File: src/pkg/vtp_pkg.sv
`default_nettype none
package vtp_pkg;
  // ---------------------------------------------------------------
  // Register map
  // ---------------------------------------------------------------
  localparam logic [3:0] GENERAL_INTERRUPT_CONTROL_OFF = 4'h0;
  localparam logic [3:0] FUSE_STATUS_OFF               = 4'h4;
  localparam logic [3:0] VECTOR_BASE_OFF               = 4'h8;
  localparam int VECTOR_TABLE_SELECT_BIT  = 1;
  localparam int VECTOR_CHANGE_UNLOCK_BIT = 0;
  localparam logic [7:0] GIC_RESET        = 8'h00;
  // ---------------------------------------------------------------
  // Timing
  // ---------------------------------------------------------------
  localparam int          UNLOCK_WINDOW_CYCLES = 4;
  localparam logic [2:0]  UNLOCK_WINDOW_CNT    = 3'(UNLOCK_WINDOW_CYCLES);
  localparam int          POST_WRITE_CYCLES    = 1;
  localparam logic [1:0]  POST_WRITE_CNT       = 2'(POST_WRITE_CYCLES);
  // ---------------------------------------------------------------
  // Flash words
  // ---------------------------------------------------------------
  localparam int          WADDR_W       = 12;
  localparam logic [11:0] APP_START     = 12'h000;
  localparam logic [11:0] VECTOR_OFFSET = 12'h001;
  localparam logic [4:0]  VECTOR_COUNT  = 5'h12;
  localparam logic [11:0] BOOT_START_2K = 12'hC00;
  localparam logic [11:0] BOOT_START_1K = 12'hE00;
  localparam logic [11:0] BOOT_START_05 = 12'hF00;
  localparam logic [11:0] BOOT_START_02 = 12'hF80;
  localparam logic [1:0]  BOOT_SIZE_2K  = 2'h0;
  localparam logic [1:0]  BOOT_SIZE_1K  = 2'h1;
  localparam logic [1:0]  BOOT_SIZE_05  = 2'h2;
endpackage
`default_nettype wire

File: src/logic/vtp_vector_table_placement_ctrl.sv
// The implementer's own choices: the register offsets and the Avalon-MM register port.
`timescale 1ns/1ns
`default_nettype none
module vtp_vector_table_placement_ctrl
  import vtp_pkg::*;
(
  input  wire logic                  i_clk,
  input  wire logic                  i_sys_rst,
  input  wire logic [3:0]            i_avs_address,
  input  wire logic                  i_avs_read,
  input  wire logic                  i_avs_write,
  input  wire logic [31:0]           i_avs_writedata,
  output logic      [31:0]           o_avs_readdata,
  output logic                       o_avs_waitrequest,
  input  wire logic                  i_boot_reset_fuse,
  input  wire logic [1:0]            i_boot_size_fuses,
  input  wire logic                  i_app_side_boot_lock,
  input  wire logic                  i_boot_side_boot_lock,
  input  wire logic [vtp_pkg::WADDR_W-1:0] i_exec_pc,
  input  wire logic                  i_instr_retire,
  output logic                       o_irq_block,
  output logic [vtp_pkg::WADDR_W-1:0] o_reset_vector,
  output logic [vtp_pkg::WADDR_W-1:0] o_vector_base,
  output logic                       o_vector_table_select
);
  import vtp_pkg::*;

  // ---------------------------------------------------------------
  // Helpers
  // ---------------------------------------------------------------
  function automatic logic [11:0] boot_start(input logic [1:0] sz);
    unique case (sz)
      BOOT_SIZE_2K: boot_start = BOOT_START_2K;
      BOOT_SIZE_1K: boot_start = BOOT_START_1K;
      BOOT_SIZE_05: boot_start = BOOT_START_05;
      default:      boot_start = BOOT_START_02;
    endcase
  endfunction

  // ---------------------------------------------------------------
  // Bus decode
  // ---------------------------------------------------------------
  logic        ack_r;
  logic        gic_wr;
  logic        sel_wr;
  logic        unl_wr;
  logic        vector_table_select_r;
  logic        vector_change_unlock_r;
  logic [2:0]  unlock_cnt_r;
  logic [1:0]  post_cnt_r;
  logic [11:0] boot_base;
  logic        in_boot;
  logic        block_nxt;

  assign gic_wr = i_avs_write && !ack_r
                  && i_avs_address == GENERAL_INTERRUPT_CONTROL_OFF;
  assign unl_wr = gic_wr && i_avs_writedata[VECTOR_CHANGE_UNLOCK_BIT];
  assign sel_wr = gic_wr && !i_avs_writedata[VECTOR_CHANGE_UNLOCK_BIT]
                  && vector_change_unlock_r;
  assign boot_base = boot_start(i_boot_size_fuses);
  assign in_boot   = i_exec_pc >= boot_base;

  // One wait cycle, answer on second edge
  always_ff @(posedge i_clk or posedge i_sys_rst) begin
    if (i_sys_rst) begin
      ack_r <= 1'b0;
    end else begin
      ack_r <= (i_avs_read || i_avs_write) && !ack_r;
    end
  end

  always_ff @(posedge i_clk or posedge i_sys_rst) begin
    if (i_sys_rst) begin
      o_avs_waitrequest <= 1'b1;
    end else begin
      o_avs_waitrequest <= !((i_avs_read || i_avs_write) && !ack_r);
    end
  end

  always_ff @(posedge i_clk or posedge i_sys_rst) begin
    if (i_sys_rst) begin
      o_avs_readdata <= 32'h0000_0000;
    end else if (i_avs_read && !ack_r) begin
      unique case (i_avs_address)
        GENERAL_INTERRUPT_CONTROL_OFF:
          o_avs_readdata <= {30'h0000_0000, vector_table_select_r,
                             vector_change_unlock_r};
        FUSE_STATUS_OFF:
          o_avs_readdata <= {28'h000_0000, i_boot_side_boot_lock,
                             i_app_side_boot_lock, i_boot_size_fuses[0],
                             i_boot_reset_fuse};
        VECTOR_BASE_OFF:
          o_avs_readdata <= {20'h0_0000, o_reset_vector[11:4],
                             o_vector_base[3:0]};
        default:
          o_avs_readdata <= 32'h0000_0000;
      endcase
    end else begin
      o_avs_readdata <= 32'h0000_0000;
    end
  end

  // ---------------------------------------------------------------
  // Unlock sequence
  // ---------------------------------------------------------------
  always_ff @(posedge i_clk or posedge i_sys_rst) begin
    if (i_sys_rst) begin
      vector_change_unlock_r <= GIC_RESET[VECTOR_CHANGE_UNLOCK_BIT];
      unlock_cnt_r           <= 3'h0;
    end else if (unl_wr) begin
      vector_change_unlock_r <= 1'b1;
      unlock_cnt_r           <= UNLOCK_WINDOW_CNT;
    end else if (sel_wr) begin
      vector_change_unlock_r <= 1'b0;
      unlock_cnt_r           <= 3'h0;
    end else if (unlock_cnt_r != 3'h0) begin
      unlock_cnt_r <= unlock_cnt_r - 3'h1;
      if (unlock_cnt_r == 3'h1) begin
        vector_change_unlock_r <= 1'b0;
      end
    end
  end

  always_ff @(posedge i_clk or posedge i_sys_rst) begin
    if (i_sys_rst) begin
      vector_table_select_r <= GIC_RESET[VECTOR_TABLE_SELECT_BIT];
    end else if (sel_wr) begin
      vector_table_select_r <= i_avs_writedata[VECTOR_TABLE_SELECT_BIT];
    end
  end

  // Hold block until the instruction after the select write retires
  always_ff @(posedge i_clk or posedge i_sys_rst) begin
    if (i_sys_rst) begin
      post_cnt_r <= 2'h0;
    end else if (sel_wr) begin
      post_cnt_r <= POST_WRITE_CNT + 2'h1;
    end else if (post_cnt_r != 2'h0 && i_instr_retire) begin
      post_cnt_r <= post_cnt_r - 2'h1;
    end
  end

  // ---------------------------------------------------------------
  // Interrupt blocking and vector placement
  // ---------------------------------------------------------------
  always_comb begin
    block_nxt = unl_wr || (unlock_cnt_r > 3'h1 && !sel_wr)
                || sel_wr || (post_cnt_r != 2'h0
                && !(post_cnt_r == 2'h1 && i_instr_retire));
    if (vector_table_select_r && i_app_side_boot_lock && !in_boot) begin
      block_nxt = 1'b1;
    end
    if (!vector_table_select_r && i_boot_side_boot_lock && in_boot) begin
      block_nxt = 1'b1;
    end
  end

  // Separate gate; global enable flag lives in the core
  always_ff @(posedge i_clk or posedge i_sys_rst) begin
    if (i_sys_rst) begin
      o_irq_block <= 1'b0;
    end else begin
      o_irq_block <= block_nxt;
    end
  end

  always_ff @(posedge i_clk or posedge i_sys_rst) begin
    if (i_sys_rst) begin
      o_vector_base         <= APP_START + VECTOR_OFFSET;
      o_reset_vector        <= APP_START;
      o_vector_table_select <= 1'b0;
    end else begin
      o_vector_table_select <= vector_table_select_r;
      o_vector_base <= vector_table_select_r
                       ? boot_base + VECTOR_OFFSET
                       : APP_START + VECTOR_OFFSET;
      o_reset_vector <= i_boot_reset_fuse ? APP_START
                                          : boot_base;
    end
  end

  // ---------------------------------------------------------------
  // Checks
  // ---------------------------------------------------------------
  property p_unlock_timeout;
    @(posedge i_clk) disable iff (i_sys_rst)
    unl_wr ##1 (!gic_wr)[*4] |=> !vector_change_unlock_r;
  endproperty
  a_unlock_timeout: assert property (p_unlock_timeout)
    else $error("unlock bit not cleared after four cycles");

  property p_unlock_set;
    @(posedge i_clk) disable iff (i_sys_rst)
    unl_wr |=> vector_change_unlock_r && o_irq_block;
  endproperty
  a_unlock_set: assert property (p_unlock_set)
    else $error("unlock write did not arm and block");

  property p_sel_clears;
    @(posedge i_clk) disable iff (i_sys_rst)
    sel_wr |=> !vector_change_unlock_r;
  endproperty
  a_sel_clears: assert property (p_sel_clears)
    else $error("unlock bit stayed after select write");

  property p_no_unlock_keep;
    @(posedge i_clk) disable iff (i_sys_rst)
    (gic_wr && !vector_change_unlock_r) |=> $stable(vector_table_select_r);
  endproperty
  a_no_unlock_keep: assert property (p_no_unlock_keep)
    else $error("select changed without unlock");

  property p_block_ends;
    @(posedge i_clk) disable iff (i_sys_rst)
    (unl_wr && !i_app_side_boot_lock && !i_boot_side_boot_lock)
      ##1 (!gic_wr && !i_app_side_boot_lock && !i_boot_side_boot_lock)[*4]
      |=> !o_irq_block;
  endproperty
  a_block_ends: assert property (p_block_ends)
    else $error("blocking did not end after unlock timeout");

  property p_base_sel;
    @(posedge i_clk) disable iff (i_sys_rst)
    vector_table_select_r && i_boot_size_fuses == BOOT_SIZE_2K
      |=> o_vector_base == 12'hC01 || $changed(i_boot_size_fuses);
  endproperty
  a_base_sel: assert property (p_base_sel)
    else $error("boot vector base wrong");

  property p_base_app;
    @(posedge i_clk) disable iff (i_sys_rst)
    !vector_table_select_r |=> o_vector_base == 12'h001 || $rose(
      vector_table_select_r);
  endproperty
  a_base_app: assert property (p_base_app)
    else $error("application vector base wrong");

  property p_reset_vec;
    @(posedge i_clk) disable iff (i_sys_rst)
    i_boot_reset_fuse |=> o_reset_vector == 12'h000
      || $fell(i_boot_reset_fuse);
  endproperty
  a_reset_vec: assert property (p_reset_vec)
    else $error("reset vector not at word zero");

  property p_lock_block;
    @(posedge i_clk) disable iff (i_sys_rst)
    (vector_table_select_r && i_app_side_boot_lock && !in_boot)
      |=> o_irq_block;
  endproperty
  a_lock_block: assert property (p_lock_block)
    else $error("application code not blocked");

  property p_boot_lock_block;
    @(posedge i_clk) disable iff (i_sys_rst)
    (!vector_table_select_r && i_boot_side_boot_lock && in_boot)
      |=> o_irq_block;
  endproperty
  a_boot_lock_block: assert property (p_boot_lock_block)
    else $error("boot loader code not blocked");

  property p_reset_boot;
    @(posedge i_clk) disable iff (i_sys_rst)
    (!i_boot_reset_fuse && i_boot_size_fuses == BOOT_SIZE_2K)
      |=> o_reset_vector == BOOT_START_2K;
  endproperty
  a_reset_boot: assert property (p_reset_boot)
    else $error("reset vector not at boot start");

  property p_base_1k;
    @(posedge i_clk) disable iff (i_sys_rst)
    (vector_table_select_r && i_boot_size_fuses == BOOT_SIZE_1K)
      |=> o_vector_base == BOOT_START_1K + VECTOR_OFFSET;
  endproperty
  a_base_1k: assert property (p_base_1k)
    else $error("boot vector base wrong for smaller section");

  property p_block_held;
    @(posedge i_clk) disable iff (i_sys_rst)
    sel_wr |=> o_irq_block;
  endproperty
  a_block_held: assert property (p_block_held)
    else $error("select write did not hold block");

  property p_reset_state;
    @(posedge i_clk) disable iff (i_sys_rst)
    $fell(i_sys_rst) |-> !vector_table_select_r && !vector_change_unlock_r
      && unlock_cnt_r == 3'h0 && !o_irq_block;
  endproperty
  a_reset_state: assert property (p_reset_state)
    else $error("state not cleared by reset");

endmodule // vtp_vector_table_placement_ctrl
`default_nettype wire

File: config.mk
export PLATFORM = sky130hd
export DESIGN_NAME = vtp_vector_table_placement_ctrl
export DESIGN_NICKNAME = d
export VERILOG_FILES = /design/src/pkg/vtp_pkg.sv /design/src/logic/vtp_vector_table_placement_ctrl.sv
export SDC_FILE = /design/constraint.sdc
export NUM_CORES = 1
export LEC_CHECK = 0
export BUFFER_PORTS_ARGS = -buffer_cell sky130_fd_sc_hd__buf_2
export CAP_MARGIN = 20
export CORE_MARGIN = 3
export CORE_UTILIZATION = 43
export CTS_CLUSTER_SIZE = 14
export DETAILED_ROUTE_END_ITERATION = 10
export GPL_TIMING_DRIVEN = 0
export PLACE_DENSITY = 0.83
export SLEW_MARGIN = 20
export SYNTH_ARGS = -nofsm -noshare
export SYNTH_HDL_FRONTEND = slang
export SYNTH_SLANG_ARGS = --single-unit
File: constraint.sdc
create_clock -name i_clk -period 1.85 [get_ports i_clk]
set_input_delay 0.37 -clock i_clk [delete_from_list [all_inputs] [get_ports i_clk]]
set_output_delay 0.37 -clock i_clk [all_outputs]
set_load 0.01 [all_outputs]
==> results.md <==
* Post-route insts no fill at between 200 and 300
* Crit Path Class: in2reg
* CP startpoint kind: input pin
* Yosys top cell by area: dfrtp_1
* Ports at 117
* Initial antenna violation count at 0
* Ys async rst share at 100.0%
* # resized after CTS at 0
* Cell Rows at 20
* Vias at 1117
* Via-to-Cell Ratio at a little under 4
* Crit-path slowest cell: ha_1
* PortBufs at 49
* Fin. max-slew vios at 0
* Synth Area per Inst at slightly above 10 sq um
* Fillers at around 280
* Pre-antenna DRT Iters at 4
* Clock root cell: clkbuf_4
* Post-route setup TNS at 0 ps
* Layout Nets at 307
* Starting Density at approximately 47%
* Critical path, cell by cell: buf_2, and2_1, ha_1, nor4b_1, a221o_1, a21oi_1, nand4bb_1
* Cell count after synthesis at about 150
* Vias in the first global route at approximately 1000
* Final wirelength at 2.738 mm
* Synth Warn # at 0
* Die ar. at 4288 sq um
* CTS Sinks at 26
* Clk pin slew, worst setup/hold paths at approximately 130 ps
* Pin count of the biggest net entering global routing at 27
* Placed Instances at between 200 and 300
* Synth top area cells: dfrtp_1 (41%), buf_4 (20%), ha_1 (6.6%)
* Setup violators final at 0
* Hold Crit Class: in2async
* Core area at around 3200 sq um
* Worst path arrival time at between 1500 and 2000 ps
* Total track usage at 12.29%
* Fin. Hold Viols at 0
* Clock skew at 5.115 ps
* Sequential area share after synthesis at ~43%
* Yosys top cell area share at between 40% and 50%
* Antenna diode count at 0
* Max clock buf depth at 2
* Status: finished clean
* FF-to-FF path depth at 4
* Delay of the slowest critical-path stage at roughly 270 ps
* R2R Setup Slk at ~550 ps
* Share of cells above drive strength 1 at between 40% and 50%
* Die Span Y at 65.49 um
* Cts hold-fix bufs at 0
* Max Freq at just under 700 MHz
* Later-pin clock latency in the skew report at just over 300 ps
* RePlAce Congestion at 0.7568
* Htree depth at 1
* CTS buffer count at 3
* Initial DRC Count at 19
* EDFF count, synth at 0
* Die Wd at between 60 and 70 um
* Setup Fix Bufs, Post-CTS at 0
* Ys flop type: dfrtp_1
* Peak VDD IR at 408.5 uV
* P_leak at 0.001230 uW
* Overflow after GRT at 0
* Post-DR wirelength/cell at 9.641 um
* MaxCap Viol Count at 0
* Global-route wire length before repair at a little over 4 mm
* Cell area after synthesis at 1521 sq um
* DR DRC count at 0
* Worst Setup End Kind: flip-flop
* Power Dens Cells at 831.0 nW/um^2
* Final antenna-violating net count at 0
* Synth cell types at 35
* Area Overhead vs Synth at 33.63%
* Tcrit/Tclk final at between 70% and 80%
* Synthesis-stage register bit count at 26
* CTS tree: done
* Period minus WS final at ~1400 ps
* Worst Path Required at 2030 ps
* RSZ-0062 raised after global routing: no
* DP HPWL at between 2 and 2.5 mm
* Worst-path fanout max at 5
==> sequential cells by signal, indices dropped and copies added (netlist names) <==
signal	flops
unlock_cnt_r	3
o_irq_block	1
vector_change_unlock_r	1
o_vector_base	4
post_cnt_r	2
o_reset_vector	4
ack_r	1
vector_table_select_r	1
o_avs_waitrequest	1
o_avs_readdata	8
==> final cells by class <==
cell class	instances	area [sq um]	area share, %
Multi-Input combinational cell	110	659.4	32.43
Sequential cell	26	651.9	32.06
Buffer	41	307.8	15.14
Timing Repair Buffer	50	272.8	13.42
Tap cell	44	55.05	2.708
Inverter	9	33.78	1.662
Clock inverter	1	30.03	1.477
Clock buffer	3	22.52	1.108
==> critical path: cells and delay by family <==
kind | cells | cell delay [ps]
AO/OA/AOI/OAI | 2 | 280
adder cells (fa/ha/maj) | 1 | 270
buffers and inverters | 1 | 120
AND/OR/NAND/NOR | 3 | 580
==> cells in the final DEF (no fill, tap or decap), drive strengths merged, types with 2 or more instances in the layout <==
cell type	netlist	final
buf	41	91
conb	2	37
dfrtp	25	25
and2	11	11
nor2	10	10
inv	9	9
ha	8	8
nand2	7	7
a21oi	5	5
nor2b	3	3
nand2b	3	3
clkbuf	0	3
nor3b	2	2
mux2i	2	2
nor4	2	2
o21ai	2	2
xnor2	2	2
nor3	2	2
nand3b	2	2
and3	2	2
==> cell usage after synthesis (2+ instances only) <==
cell and n:
conb_1 2, o21ai_0 2, xnor2_1 2, nor2_1 10, nand2b_1 3, dfrtp_1 25, a21oi_1 5, ha_1 8
nor2b_1 3, and2_1 9, buf_4 41, inv_1 9, nor4_1 2, nor3b_1 2, mux2i_1 2, nand2_1 7
==> routing by layer <==
layer	wire length (um)	global-route usage, %
met4	17	3.109
met3	218	2.564
met2	1324	20.73
met1	1178	16.05
met5	0	0
==> report_power, final <==
| group | switching, uW | total, uW | internal, uW | leakage (uW) |
|---|---|---|---|---|
| Combinational | 288 | 581 | 293 | 0.000866 |
| Clock | 159 | 378 | 219 | 0.0000279 |
| Sequential | 66.4 | 731 | 664 | 0.000336 |
==> cell families (layout without fill, tap and decap cells) <==
| kind of cell | Yosys count | in the layout | synth area share, % |
|---|---|---|---|
| XOR/XNOR | 2 | 2 | 1.152 |
| flip-flops | 26 | 26 | 42.85 |
| multiplexers | 3 | 3 | 2.302 |
| buffers and inverters | 50 | 104 | 22.45 |
| AO/OA/AOI/OAI | 12 | 12 | 5.017 |
| other | 2 | 37 | 0.4936 |
| adder cells (fa/ha/maj) | 8 | 8 | 6.579 |
| AND/OR/NAND/NOR | 48 | 48 | 19.16 |
==> per-stage QoR <==
stage	hold slack, ps	util (%)	cell area, sq um	power [uW]	worst slack (ps)
finish	37.40	63.48	2033	1690	405.8
global route	44.69	63.48	2033	1823	342.8
CTS	232.5	62.62	2006	1703	409.7
detailed placement	475.0	60.98	1953	1319	57.62
global placement	454.7	60.98	1953	1294	82.45
floorplan	409.3	-	1653	1179	335.1
==> final timing paths <==
| kind | endpoint | startpoint |
|---|---|---|
| max in group asynchronous | o_avs_readdata[3]$_DFF_PP0_ | i_sys_rst |
| min in group i_clk | o_reset_vector[8]$_DFF_PP0_ | i_boot_reset_fuse |
| worst min-delay path | o_avs_readdata[0]$_DFF_PP0_ | i_sys_rst |
| worst min register to register | o_avs_readdata[7]$_DFF_PP0_ | o_reset_vector[7]$_DFF_PP0_ |
| worst max-delay path | o_irq_block$_DFF_PP0_ | i_boot_size_fuses[1] |
| worst max register to register | vector_table_select_r$_DFFE_PP0P_ | ack_r$_DFF_PP0_ |
Note: power is estimated with default switching activity, not from simulation.
